## config.mk

```make
export PLATFORM = sky130hd
export DESIGN_NAME = swi_sleep_wake_irq
export DESIGN_NICKNAME = d
export VERILOG_FILES = /design/src/swi_pkg.sv /design/src/swi_sleep_wake_irq.sv
export SDC_FILE = /design/constraint.sdc
export NUM_CORES = 1
export LEC_CHECK = 0
export BUFFER_PORTS_ARGS = -buffer_cell sky130_fd_sc_hd__buf_2
export CAP_MARGIN = 20
export CORE_MARGIN = 2
export CORE_UTILIZATION = 36
export CTS_CLUSTER_SIZE = 30
export DETAILED_ROUTE_END_ITERATION = 8
export GPL_TIMING_DRIVEN = 0
export HOLD_SLACK_MARGIN = 0.1
export PLACE_DENSITY_LB_ADDON = 0.2
export SYNTH_ARGS = -nofsm -noshare
export SYNTH_HDL_FRONTEND = slang
export SYNTH_SLANG_ARGS = --single-unit
```

## constraint.sdc

```tcl
create_clock -name clock -period 3 [get_ports clock]
set_clock_uncertainty 0.05 [all_clocks]
set_input_delay 0 -clock clock [delete_from_list [all_inputs] [get_ports clock]]
set_output_delay 0 -clock clock [all_outputs]
set_load 0.01 [all_outputs]
```

## src/swi_pkg.sv

```systemverilog
// package: register map, field positions, states and constants of the sleep/wake and interrupt block
package swi_pkg;
    // ----------------------------------------
    // register byte addresses (index times four)
    // ----------------------------------------
    localparam logic [7:0] IDX_IRQ_ENABLE = 8'h0E;
    localparam logic [7:0] IDX_IRQ_FLAGS = 8'h0F;
    localparam logic [7:0] IDX_CTRL = 8'h04;
    localparam logic [7:0] IDX_STATE = 8'h20;
    localparam logic [9:0] ADDR_IRQ_ENABLE = {IDX_IRQ_ENABLE, 2'b00};
    localparam logic [9:0] ADDR_IRQ_FLAGS = {IDX_IRQ_FLAGS, 2'b00};
    localparam logic [9:0] ADDR_CTRL = {IDX_CTRL, 2'b00};
    localparam logic [9:0] ADDR_STATE = {IDX_STATE, 2'b00};
    // ----------------------------------------
    // control register fields
    // ----------------------------------------
    localparam int CTRL_POLARITY_BIT = 0;
    localparam int CTRL_POLL_BIT = 1;
    localparam int CTRL_CLKSEL_LSB = 4;
    localparam int CTRL_CMD_LSB = 8;
    localparam logic [7:0] CTRL_RESET = 8'h02;
    localparam logic [7:0] ENABLE_RESET = 8'h00;
    // ----------------------------------------
    // flag bit positions
    // ----------------------------------------
    localparam int FLAG_LOCK = 0;
    localparam int FLAG_UNLOCK = 1;
    localparam int FLAG_RX_START = 2;
    localparam int FLAG_FRAME_END = 3;
    localparam int FLAG_WAKE_DONE = 4;
    localparam int FLAG_ADDR_MATCH = 5;
    localparam int FLAG_BUF_VIOL = 6;
    localparam int FLAG_SUPPLY_LOW = 7;
    // ----------------------------------------
    // clock output rate selection
    // ----------------------------------------
    localparam logic [2:0] CLKSEL_OFF = 3'h0;
    localparam logic [2:0] CLKSEL_1MHZ = 3'h1;
    localparam logic [2:0] CLKSEL_2MHZ = 3'h2;
    localparam logic [2:0] CLKSEL_250KHZ = 3'h3;
    localparam logic [2:0] CLKSEL_62K5HZ = 3'h4;
    localparam logic [7:0] HALF_1MHZ = 8'h0A;
    localparam logic [7:0] HALF_2MHZ = 8'h05;
    localparam logic [7:0] HALF_250KHZ = 8'h28;
    localparam logic [7:0] HALF_62K5HZ = 8'hA0;
    localparam logic [5:0] TRAIL_CYCLES = 6'h23;
    // ----------------------------------------
    // state commands written by software
    // ----------------------------------------
    localparam logic [2:0] CMD_NONE = 3'h0;
    localparam logic [2:0] CMD_RADIO_OFF = 3'h1;
    localparam logic [2:0] CMD_SYNTH_ON = 3'h2;
    localparam logic [2:0] CMD_TX_RETRY = 3'h3;
    localparam logic [2:0] CMD_RX_ACK = 3'h4;
    localparam logic [2:0] CMD_PREP_DEEP = 3'h5;
    typedef enum logic [3:0] {
        ST_RADIO_OFF,
        ST_SYNTH_ON,
        ST_TX_RETRY,
        ST_RX_ACK,
        ST_BUSY_RX_ACK,
        ST_BUSY_TX,
        ST_BUSY_TX_RETRY,
        ST_PREP_DEEP,
        ST_SLEEP,
        ST_DEEP_SLEEP,
        ST_WAKING
    } swi_state_t;
endpackage : swi_pkg

```

## src/swi_sleep_wake_irq.sv

```systemverilog
// module: sleep/transmit pin control, host clock gating and interrupt unit with AHB-Lite slave
//
// Design decision made here: register access over AHB-Lite.
`timescale 1ns/100ps
module swi_sleep_wake_irq (
    input wire logic clock,
    input wire logic rst,
    input wire logic hsel,
    input wire logic [31:0] haddr,
    input wire logic [1:0] htrans,
    input wire logic hwrite,
    input wire logic [2:0] hsize,
    input wire logic [31:0] hwdata,
    input wire logic hready,
    output logic [31:0] hrdata,
    output logic hreadyout,
    output logic hresp,
    input wire logic sleepTransmitPin,
    input wire logic synthLockEvent,
    input wire logic synthUnlockEvent,
    input wire logic rxStartEvent,
    input wire logic frameEndEvent,
    input wire logic channelAssessDoneEvent,
    input wire logic addressMatchEvent,
    input wire logic bufferViolationEvent,
    input wire logic supplyLowEvent,
    input wire logic txDoneEvent,
    input wire logic wakeDoneEvent,
    output logic irqPin,
    output logic hostClockOutput,
    output logic txStart,
    output logic ackTxStart,
    output logic paEnable,
    output swi_pkg::swi_state_t radioState
);
    import swi_pkg::*;

    // ----------------------------------------
    // state record
    // ----------------------------------------
    typedef struct packed {
        logic pinMeta;
        logic pinSync;
        logic pinPrev;
        swi_state_t state;
        logic [7:0] enable;
        logic [7:0] flags;
        logic polarity;
        logic poll;
        logic [2:0] clkSel;
        logic [7:0] clkDiv;
        logic clkOut;
        logic clkRun;
        logic [5:0] trail;
        logic trailing;
        logic dataPhase;
        logic dataWrite;
        logic [9:0] dataAddr;
        logic [31:0] rdata;
        logic irq;
        logic txStart;
        logic ackStart;
        logic pa;
        logic pinEntered;
    } swi_regs_t;

    swi_regs_t cur_r;
    swi_regs_t cur_nxt;

    logic pinRise;
    logic pinFall;
    logic [7:0] events;
    logic [7:0] shown;
    logic [7:0] half;
    logic addrPhase;
    logic readFlags;
    logic enterSleep;

    always_comb begin
        // ----------------------------------------
        // pin edges and event vector
        // ----------------------------------------
        pinRise = cur_r.pinSync & ~cur_r.pinPrev;
        pinFall = ~cur_r.pinSync & cur_r.pinPrev;
        events = '0;
        events[FLAG_LOCK] = synthLockEvent;
        events[FLAG_UNLOCK] = synthUnlockEvent;
        events[FLAG_RX_START] = rxStartEvent
            | (cur_r.state == ST_RX_ACK && rxStartEvent);
        events[FLAG_FRAME_END] = frameEndEvent | txDoneEvent;
        events[FLAG_WAKE_DONE] = wakeDoneEvent | channelAssessDoneEvent;
        events[FLAG_ADDR_MATCH] = addressMatchEvent;
        events[FLAG_BUF_VIOL] = bufferViolationEvent;
        events[FLAG_SUPPLY_LOW] = supplyLowEvent;
        shown = cur_r.poll ? events : (events & cur_r.enable);
        case (cur_r.clkSel)
            CLKSEL_2MHZ: half = HALF_2MHZ;
            CLKSEL_250KHZ: half = HALF_250KHZ;
            CLKSEL_62K5HZ: half = HALF_62K5HZ;
            default: half = HALF_1MHZ;
        endcase
        addrPhase = hsel & hready & htrans[1];
        readFlags = cur_r.dataPhase & ~cur_r.dataWrite & (cur_r.dataAddr == ADDR_IRQ_FLAGS);

        cur_nxt = cur_r;
        cur_nxt.pinMeta = sleepTransmitPin;
        cur_nxt.pinSync = cur_r.pinMeta;
        cur_nxt.pinPrev = cur_r.pinSync;
        cur_nxt.txStart = 1'b0;
        cur_nxt.ackStart = 1'b0;
        enterSleep = 1'b0;

        // ----------------------------------------
        // bus slave
        // ----------------------------------------
        cur_nxt.dataPhase = addrPhase;
        if (addrPhase) begin
            cur_nxt.dataWrite = hwrite;
            cur_nxt.dataAddr = haddr[9:0];
        end
        if (cur_r.dataPhase && cur_r.dataWrite) begin
            case (cur_r.dataAddr)
                ADDR_IRQ_ENABLE: cur_nxt.enable = hwdata[7:0];
                ADDR_CTRL: begin
                    cur_nxt.polarity = hwdata[CTRL_POLARITY_BIT];
                    cur_nxt.poll = hwdata[CTRL_POLL_BIT];
                    cur_nxt.clkSel = hwdata[CTRL_CLKSEL_LSB +: 3];
                    case (hwdata[CTRL_CMD_LSB +: 3])
                        CMD_RADIO_OFF: cur_nxt.state = ST_RADIO_OFF;
                        CMD_SYNTH_ON: cur_nxt.state = ST_SYNTH_ON;
                        CMD_TX_RETRY: cur_nxt.state = ST_TX_RETRY;
                        CMD_RX_ACK: cur_nxt.state = ST_RX_ACK;
                        CMD_PREP_DEEP: cur_nxt.state = ST_PREP_DEEP;
                        default: ;
                    endcase
                end
                default: ;
            endcase
        end
        if (addrPhase && !hwrite) begin
            case (haddr[9:0])
                ADDR_IRQ_ENABLE: cur_nxt.rdata = {24'h000000, cur_r.enable};
                ADDR_IRQ_FLAGS: cur_nxt.rdata = {24'h000000, cur_r.flags};
                ADDR_CTRL: cur_nxt.rdata = {24'h000000, 1'b0, cur_r.clkSel, 2'b00,
                    cur_r.poll, cur_r.polarity};
                ADDR_STATE: cur_nxt.rdata = {28'h0000000, cur_r.state};
                default: cur_nxt.rdata = 32'h00000000;
            endcase
        end

        // ----------------------------------------
        // flags: read clears, new events win
        // ----------------------------------------
        if (readFlags) begin
            cur_nxt.flags = 8'h00;
        end
        cur_nxt.flags = cur_nxt.flags | shown;
        if (shown[FLAG_LOCK]) begin
            cur_nxt.flags[FLAG_UNLOCK] = shown[FLAG_UNLOCK];
        end
        if (shown[FLAG_UNLOCK]) begin
            cur_nxt.flags[FLAG_LOCK] = shown[FLAG_LOCK];
        end
        cur_nxt.irq = (|(cur_nxt.flags & cur_nxt.enable)) ^ cur_nxt.polarity;

        // ----------------------------------------
        // radio state and pin functions
        // ----------------------------------------
        case (cur_r.state)
            ST_SYNTH_ON: if (pinRise) begin
                cur_nxt.txStart = 1'b1;
                cur_nxt.state = ST_BUSY_TX;
                cur_nxt.pa = 1'b1;
            end
            ST_TX_RETRY: if (pinRise) begin
                cur_nxt.txStart = 1'b1;
                cur_nxt.state = ST_BUSY_TX_RETRY;
                cur_nxt.pa = 1'b1;
            end
            ST_RX_ACK: if (rxStartEvent) begin
                cur_nxt.state = ST_BUSY_RX_ACK;
            end
            ST_BUSY_RX_ACK: begin
                if (pinRise) begin
                    cur_nxt.ackStart = 1'b1;
                end
                if (frameEndEvent) begin
                    cur_nxt.state = ST_RX_ACK;
                end
            end
            ST_BUSY_TX, ST_BUSY_TX_RETRY: begin
                if (synthUnlockEvent || txDoneEvent) begin
                    cur_nxt.pa = 1'b0;
                    cur_nxt.state = (cur_r.state == ST_BUSY_TX) ? ST_SYNTH_ON : ST_TX_RETRY;
                end
            end
            ST_RADIO_OFF: if (pinRise) begin
                cur_nxt.state = ST_SLEEP;
                enterSleep = 1'b1;
            end
            ST_PREP_DEEP: if (pinRise) begin
                cur_nxt.state = ST_DEEP_SLEEP;
                enterSleep = 1'b1;
            end
            ST_SLEEP: if (pinFall || !cur_r.pinSync) begin
                cur_nxt.state = ST_WAKING;
            end
            ST_DEEP_SLEEP: if (pinFall || !cur_r.pinSync) begin
                cur_nxt = '0;
                cur_nxt.poll = CTRL_RESET[CTRL_POLL_BIT];
                cur_nxt.clkSel = CLKSEL_1MHZ;
                cur_nxt.clkRun = 1'b1;
                cur_nxt.state = ST_WAKING;
                cur_nxt.pinSync = cur_r.pinMeta;
                cur_nxt.pinPrev = cur_r.pinSync;
                cur_nxt.pinMeta = sleepTransmitPin;
            end
            ST_WAKING: begin
                cur_nxt.state = ST_RADIO_OFF;
                cur_nxt.clkRun = 1'b1;
                cur_nxt.trailing = 1'b0;
                cur_nxt.flags = cur_nxt.flags | (cur_r.poll | cur_r.enable[FLAG_WAKE_DONE]
                    ? (8'h01 << FLAG_WAKE_DONE) : 8'h00);
            end
            default: cur_nxt.state = ST_RADIO_OFF;
        endcase

        // ----------------------------------------
        // host clock output with trailing cycles at 1 MHz and 2 MHz, stopped at once at 250 kHz and 62.5 kHz
        // ----------------------------------------
        if (enterSleep) begin
            cur_nxt.trailing = 1'b1;
            cur_nxt.trail = TRAIL_CYCLES;
        end
        if (cur_r.clkRun && cur_r.clkSel != CLKSEL_OFF) begin
            if (cur_r.clkDiv + 8'h01 >= half) begin
                cur_nxt.clkDiv = 8'h00;
                cur_nxt.clkOut = ~cur_r.clkOut;
                // count rising edges from entry on, stop at the fall after the last
                if (cur_nxt.trailing && !cur_r.clkOut) begin
                    cur_nxt.trail = cur_nxt.trail - 6'h01;
                end else if (cur_nxt.trailing && cur_nxt.trail == 6'h00) begin
                    cur_nxt.clkRun = 1'b0;
                    cur_nxt.trailing = 1'b0;
                end
            end else begin
                cur_nxt.clkDiv = cur_r.clkDiv + 8'h01;
            end
        end else begin
            cur_nxt.clkOut = 1'b0;
            cur_nxt.clkDiv = 8'h00;
        end
        if (enterSleep && (cur_r.clkSel == CLKSEL_250KHZ || cur_r.clkSel == CLKSEL_62K5HZ)) begin
            cur_nxt.clkRun = 1'b0;
            cur_nxt.trailing = 1'b0;
            cur_nxt.clkOut = 1'b0;
            cur_nxt.clkDiv = 8'h00;
        end
    end

    // ----------------------------------------
    // register stage
    // ----------------------------------------
    always_ff @(posedge clock) begin
        if (rst) begin
            cur_r <= '0;
            cur_r.poll <= CTRL_RESET[CTRL_POLL_BIT];
            cur_r.clkSel <= CLKSEL_1MHZ;
            cur_r.clkRun <= 1'b1;
            cur_r.state <= ST_WAKING;
        end else begin
            cur_r <= cur_nxt;
        end
    end

    assign hrdata = cur_r.rdata;
    assign hreadyout = 1'b1;
    assign hresp = 1'b0;
    assign irqPin = cur_r.irq;
    assign hostClockOutput = cur_r.clkOut;
    assign txStart = cur_r.txStart;
    assign ackTxStart = cur_r.ackStart;
    assign paEnable = cur_r.pa;
    assign radioState = cur_r.state;
endmodule : swi_sleep_wake_irq

```

==> summary.txt <==
GRT
  • Total track usage: 0.186
  • Initial antenna violation count: 0
  • Largest net degree at the start of global routing: 17
  • Vias in the first global route: 4272
  • GRT overflow: 0
  • Global-route wire length before repair: 21.1 mm

Floorplan
  • Die H: 119 µm
  • Die Wd: 119 µm
  • Core area: 13100 µm²
  • DIE AREA: 14200 µm²
  • # IOs: 128
  • Row count: 42
  • Initial core utilization: 0.364

Yosys
  • Primary FF master, synth: dfxtp_1
  • Yosys top cell by area: dfxtp_1
  • Post-Syn Area: 4760 µm²
  • Post-synthesis register bit count: 93
  • Synth area leaders: dfxtp_1 (39%), buf_4 (6.3%), nor2_1 (4.5%)
  • Top-count cell post-synth: dfxtp_1
  • Synthesized Nets: 646
  • Yosys warns: 0
  • Mapped Cells: 551
  • Post-synth cell types: 68
  • Sequential area share after synthesis: 0.391
  • Average cell area after synthesis: 8.64 µm²
  • Yosys top cell area share: 0.391
  • Post-synth ARST share: 0
  • Commonest cells in the netlist: dfxtp_1 (93), nor2_1 (57), nand2_1 (52), buf_4 (40), a21oi_1 (36)
  • EDFF count, synth: 0

Critical path
  • Startpoint class of the critical path: flip-flop
  • Crit end category: flip-flop
  • Worst Path Max Fanout: 10
  • CP Data Arrival Time: 2.83 ns
  • Internal reg-to-reg setup slack: 0.39 ns
  • CP Class: reg -> reg
  • Critical Path RT: 3.22 ns

CTS
  • Clock tree sinks: 93
  • Worst-path clk slew: 0.07 ns
  • Inserted Clock Buffers: 9
  • Post-CTS setup buffer count: 0
  • # hold bufs at CTS: 37
  • Maximum root-to-sink buffer count: 2
  • Worst-Skew Late Latency: 0.36 ns
  • Clock root buffer: clkbuf_16
  • H-tree depth: 3
  • CTS tree: done
  • Post-CTS sizing: 0

Run status
  • Outcome: finished clean

Route
  • Vias post-DR: 4310
  • Final WL: 12.6 mm
  • Vias per cell: 5.02
  • DR iter-0 viols: 279
  • First-pass DRT Iterations: 5
  • Antenna Nets Post-Route: 0
  • DRC: 0
  • WL/cell: 14.7 µm

Timing
  • Slew Limit Headroom: 0.397
  • Final period utilization: 0.869
  • Max Clock Freq: 383 MHz
  • Final Setup Violations: 0
  • Worst slew pin tran: 0.897 ns
  • Slew Limit Fails: 0
  • Min cycle time layout: 2.61 ns
  • Setup TNS: 0 ns
  • Fin. Hold Viols: 0
  • RSZ-0062 raised after global routing: no
  • Min setup slack post-route: 0.392 ns

Finish
  • ANT cells: 0
  • Non-Filler Instances: 858
  • # fillers: 1318
  • Final Net Count: 772
  • Util after Layout: 0.464
  • Share of post-route cells with drive strength above 1: 0.243
  • P&R area growth vs syn: 27.6%
  • Post-route cell area: 6070 µm²

Power and ir drop
  • Leak: 0.00273 µW
  • Comb pwr share: 0.124
  • Internal: 2180 µW
  • Clock power frac: 0.437
  • PwrDens: 483 nW/µm²
  • Switching pwr: 749 µW
  • Net Sw Frac: 0.255
  • Sequential share of power: 0.439
  • Max VDD drop: 0.265 mV

Place
  • Placement Setup Slack: 0.408 ns
  • IO buf count: 78
  • Placed Cells: 805
  • Placed inst area: 5370 µm²
  • RD Place Congestion: 0.850
  • DP Wirelength: 9.28 mm

Run
  • Max-Cap Viols: 0

Worst hold path
  • Hold Path Class: in -> reg
[cell families (layout without fill, tap and decap cells)]
kind of cell,after synthesis,count (layout),share of synthesized area
buffers and inverters,72,203,0.0889
AOI/OAI and AO/OA,126,126,0.179
other,2,2,0.00158
muxes,19,19,0.0413
adders and majority gates,10,10,0.0263
DFF,93,93,0.391
xor gates and xnor gates,6,6,0.0110
and+or+nand+nor,223,223,0.261
[path summary, 6_finish.rpt]
path                               startpoint   endpoint  cells past startpoint
worst max-delay path            radioState[1]  cur_r[54]                      9
worst min-delay path                   hready  hrdata[0]                      5
worst max register to register  radioState[1]  cur_r[54]                      9
worst min register to register      cur_r[93]  cur_r[92]                      1
[registers in the layout (all words and copies together) (netlist names)]
register / count
hrdata: 32
radioState: 4
irqPin: 1
ackTxStart: 1
hostClockOutput: 1
paEnable: 1
cur_r: 52
txStart: 1
[area by class of cell]
cell class	instances	area (µm²)	share of cell area
Clock inverter	6	91.3	0.0150
Tap cell	176	220	0.0363
Timing Repair Buffer	115	761	0.125
Buffer	61	382	0.0629
Multi-Input combinational cell	386	2470	0.408
Inverter	11	41.3	0.00680
Clock buffer	10	239	0.0394
Sequential cell	93	1860	0.307
[power groups by stage]
stage / clock network, µW / registers [µW] / logic, µW
finish: 1280 / 1290 / 363
global route: 1370 / 1290 / 404
CTS: 1300 / 1290 / 362
detailed placement: 0 / 1310 / 323
global placement: 0 / 1310 / 321
floorplan: 0 / 1310 / 221
[routing by layer]
metal	GRT usage	up-vias	wire length, µm
met5	0	-	0
met4	0.0662	0	136
met3	0.0374	10	638
met2	0.298	109	5930
met1	0.249	2015	5940
li1	-	2176	-
[metrics by stage]
step | total power (µW) | hold slack, ns
finish | 2930 | 0.140
global route | 3060 | 0.190
CTS | 2950 | 0.147
detailed placement | 1640 | 0.185
global placement | 1630 | 0.162
floorplan | 1530 | 0.0295
[cells in the final DEF, fill, tap and decap left out, types with 4 or more instances in the layout]
cell type,n
buf_2,80
and3_1,28
mux2_2,5
dlygate4sd3_1,37
o21a_1,7
nor2_1,57
nand2_1,52
o211ai_1,6
clkbuf_16,9
o22ai_1,8
dfxtp_1,93
o21ai_0,18
a22oi_1,4
a21oi_1,36
mux2i_1,14
or3_1,5
nand2b_1,8
and2_1,4
clkbuf_1,18
buf_4,40
nor2b_1,18
xnor2_1,4
ha_1,10
nor3_1,9
a31oi_1,8
nand3_1,11
a2bb2oi_1,7
a222oi_1,5
inv_1,11
[critical path: stages (launching register included)]
cell and delay (ns):
dfxtp_1 0.36, clkbuf_1 0.23, nor2b_1 0.39, nand2_1 0.31
a21oi_1 0.34, ha_1 0.20, nand2b_1 0.09, nor4_4 0.15
nand2_1 0.14, o32ai_2 0.26
No activity file was read; power rests on OpenSTA's default activity.
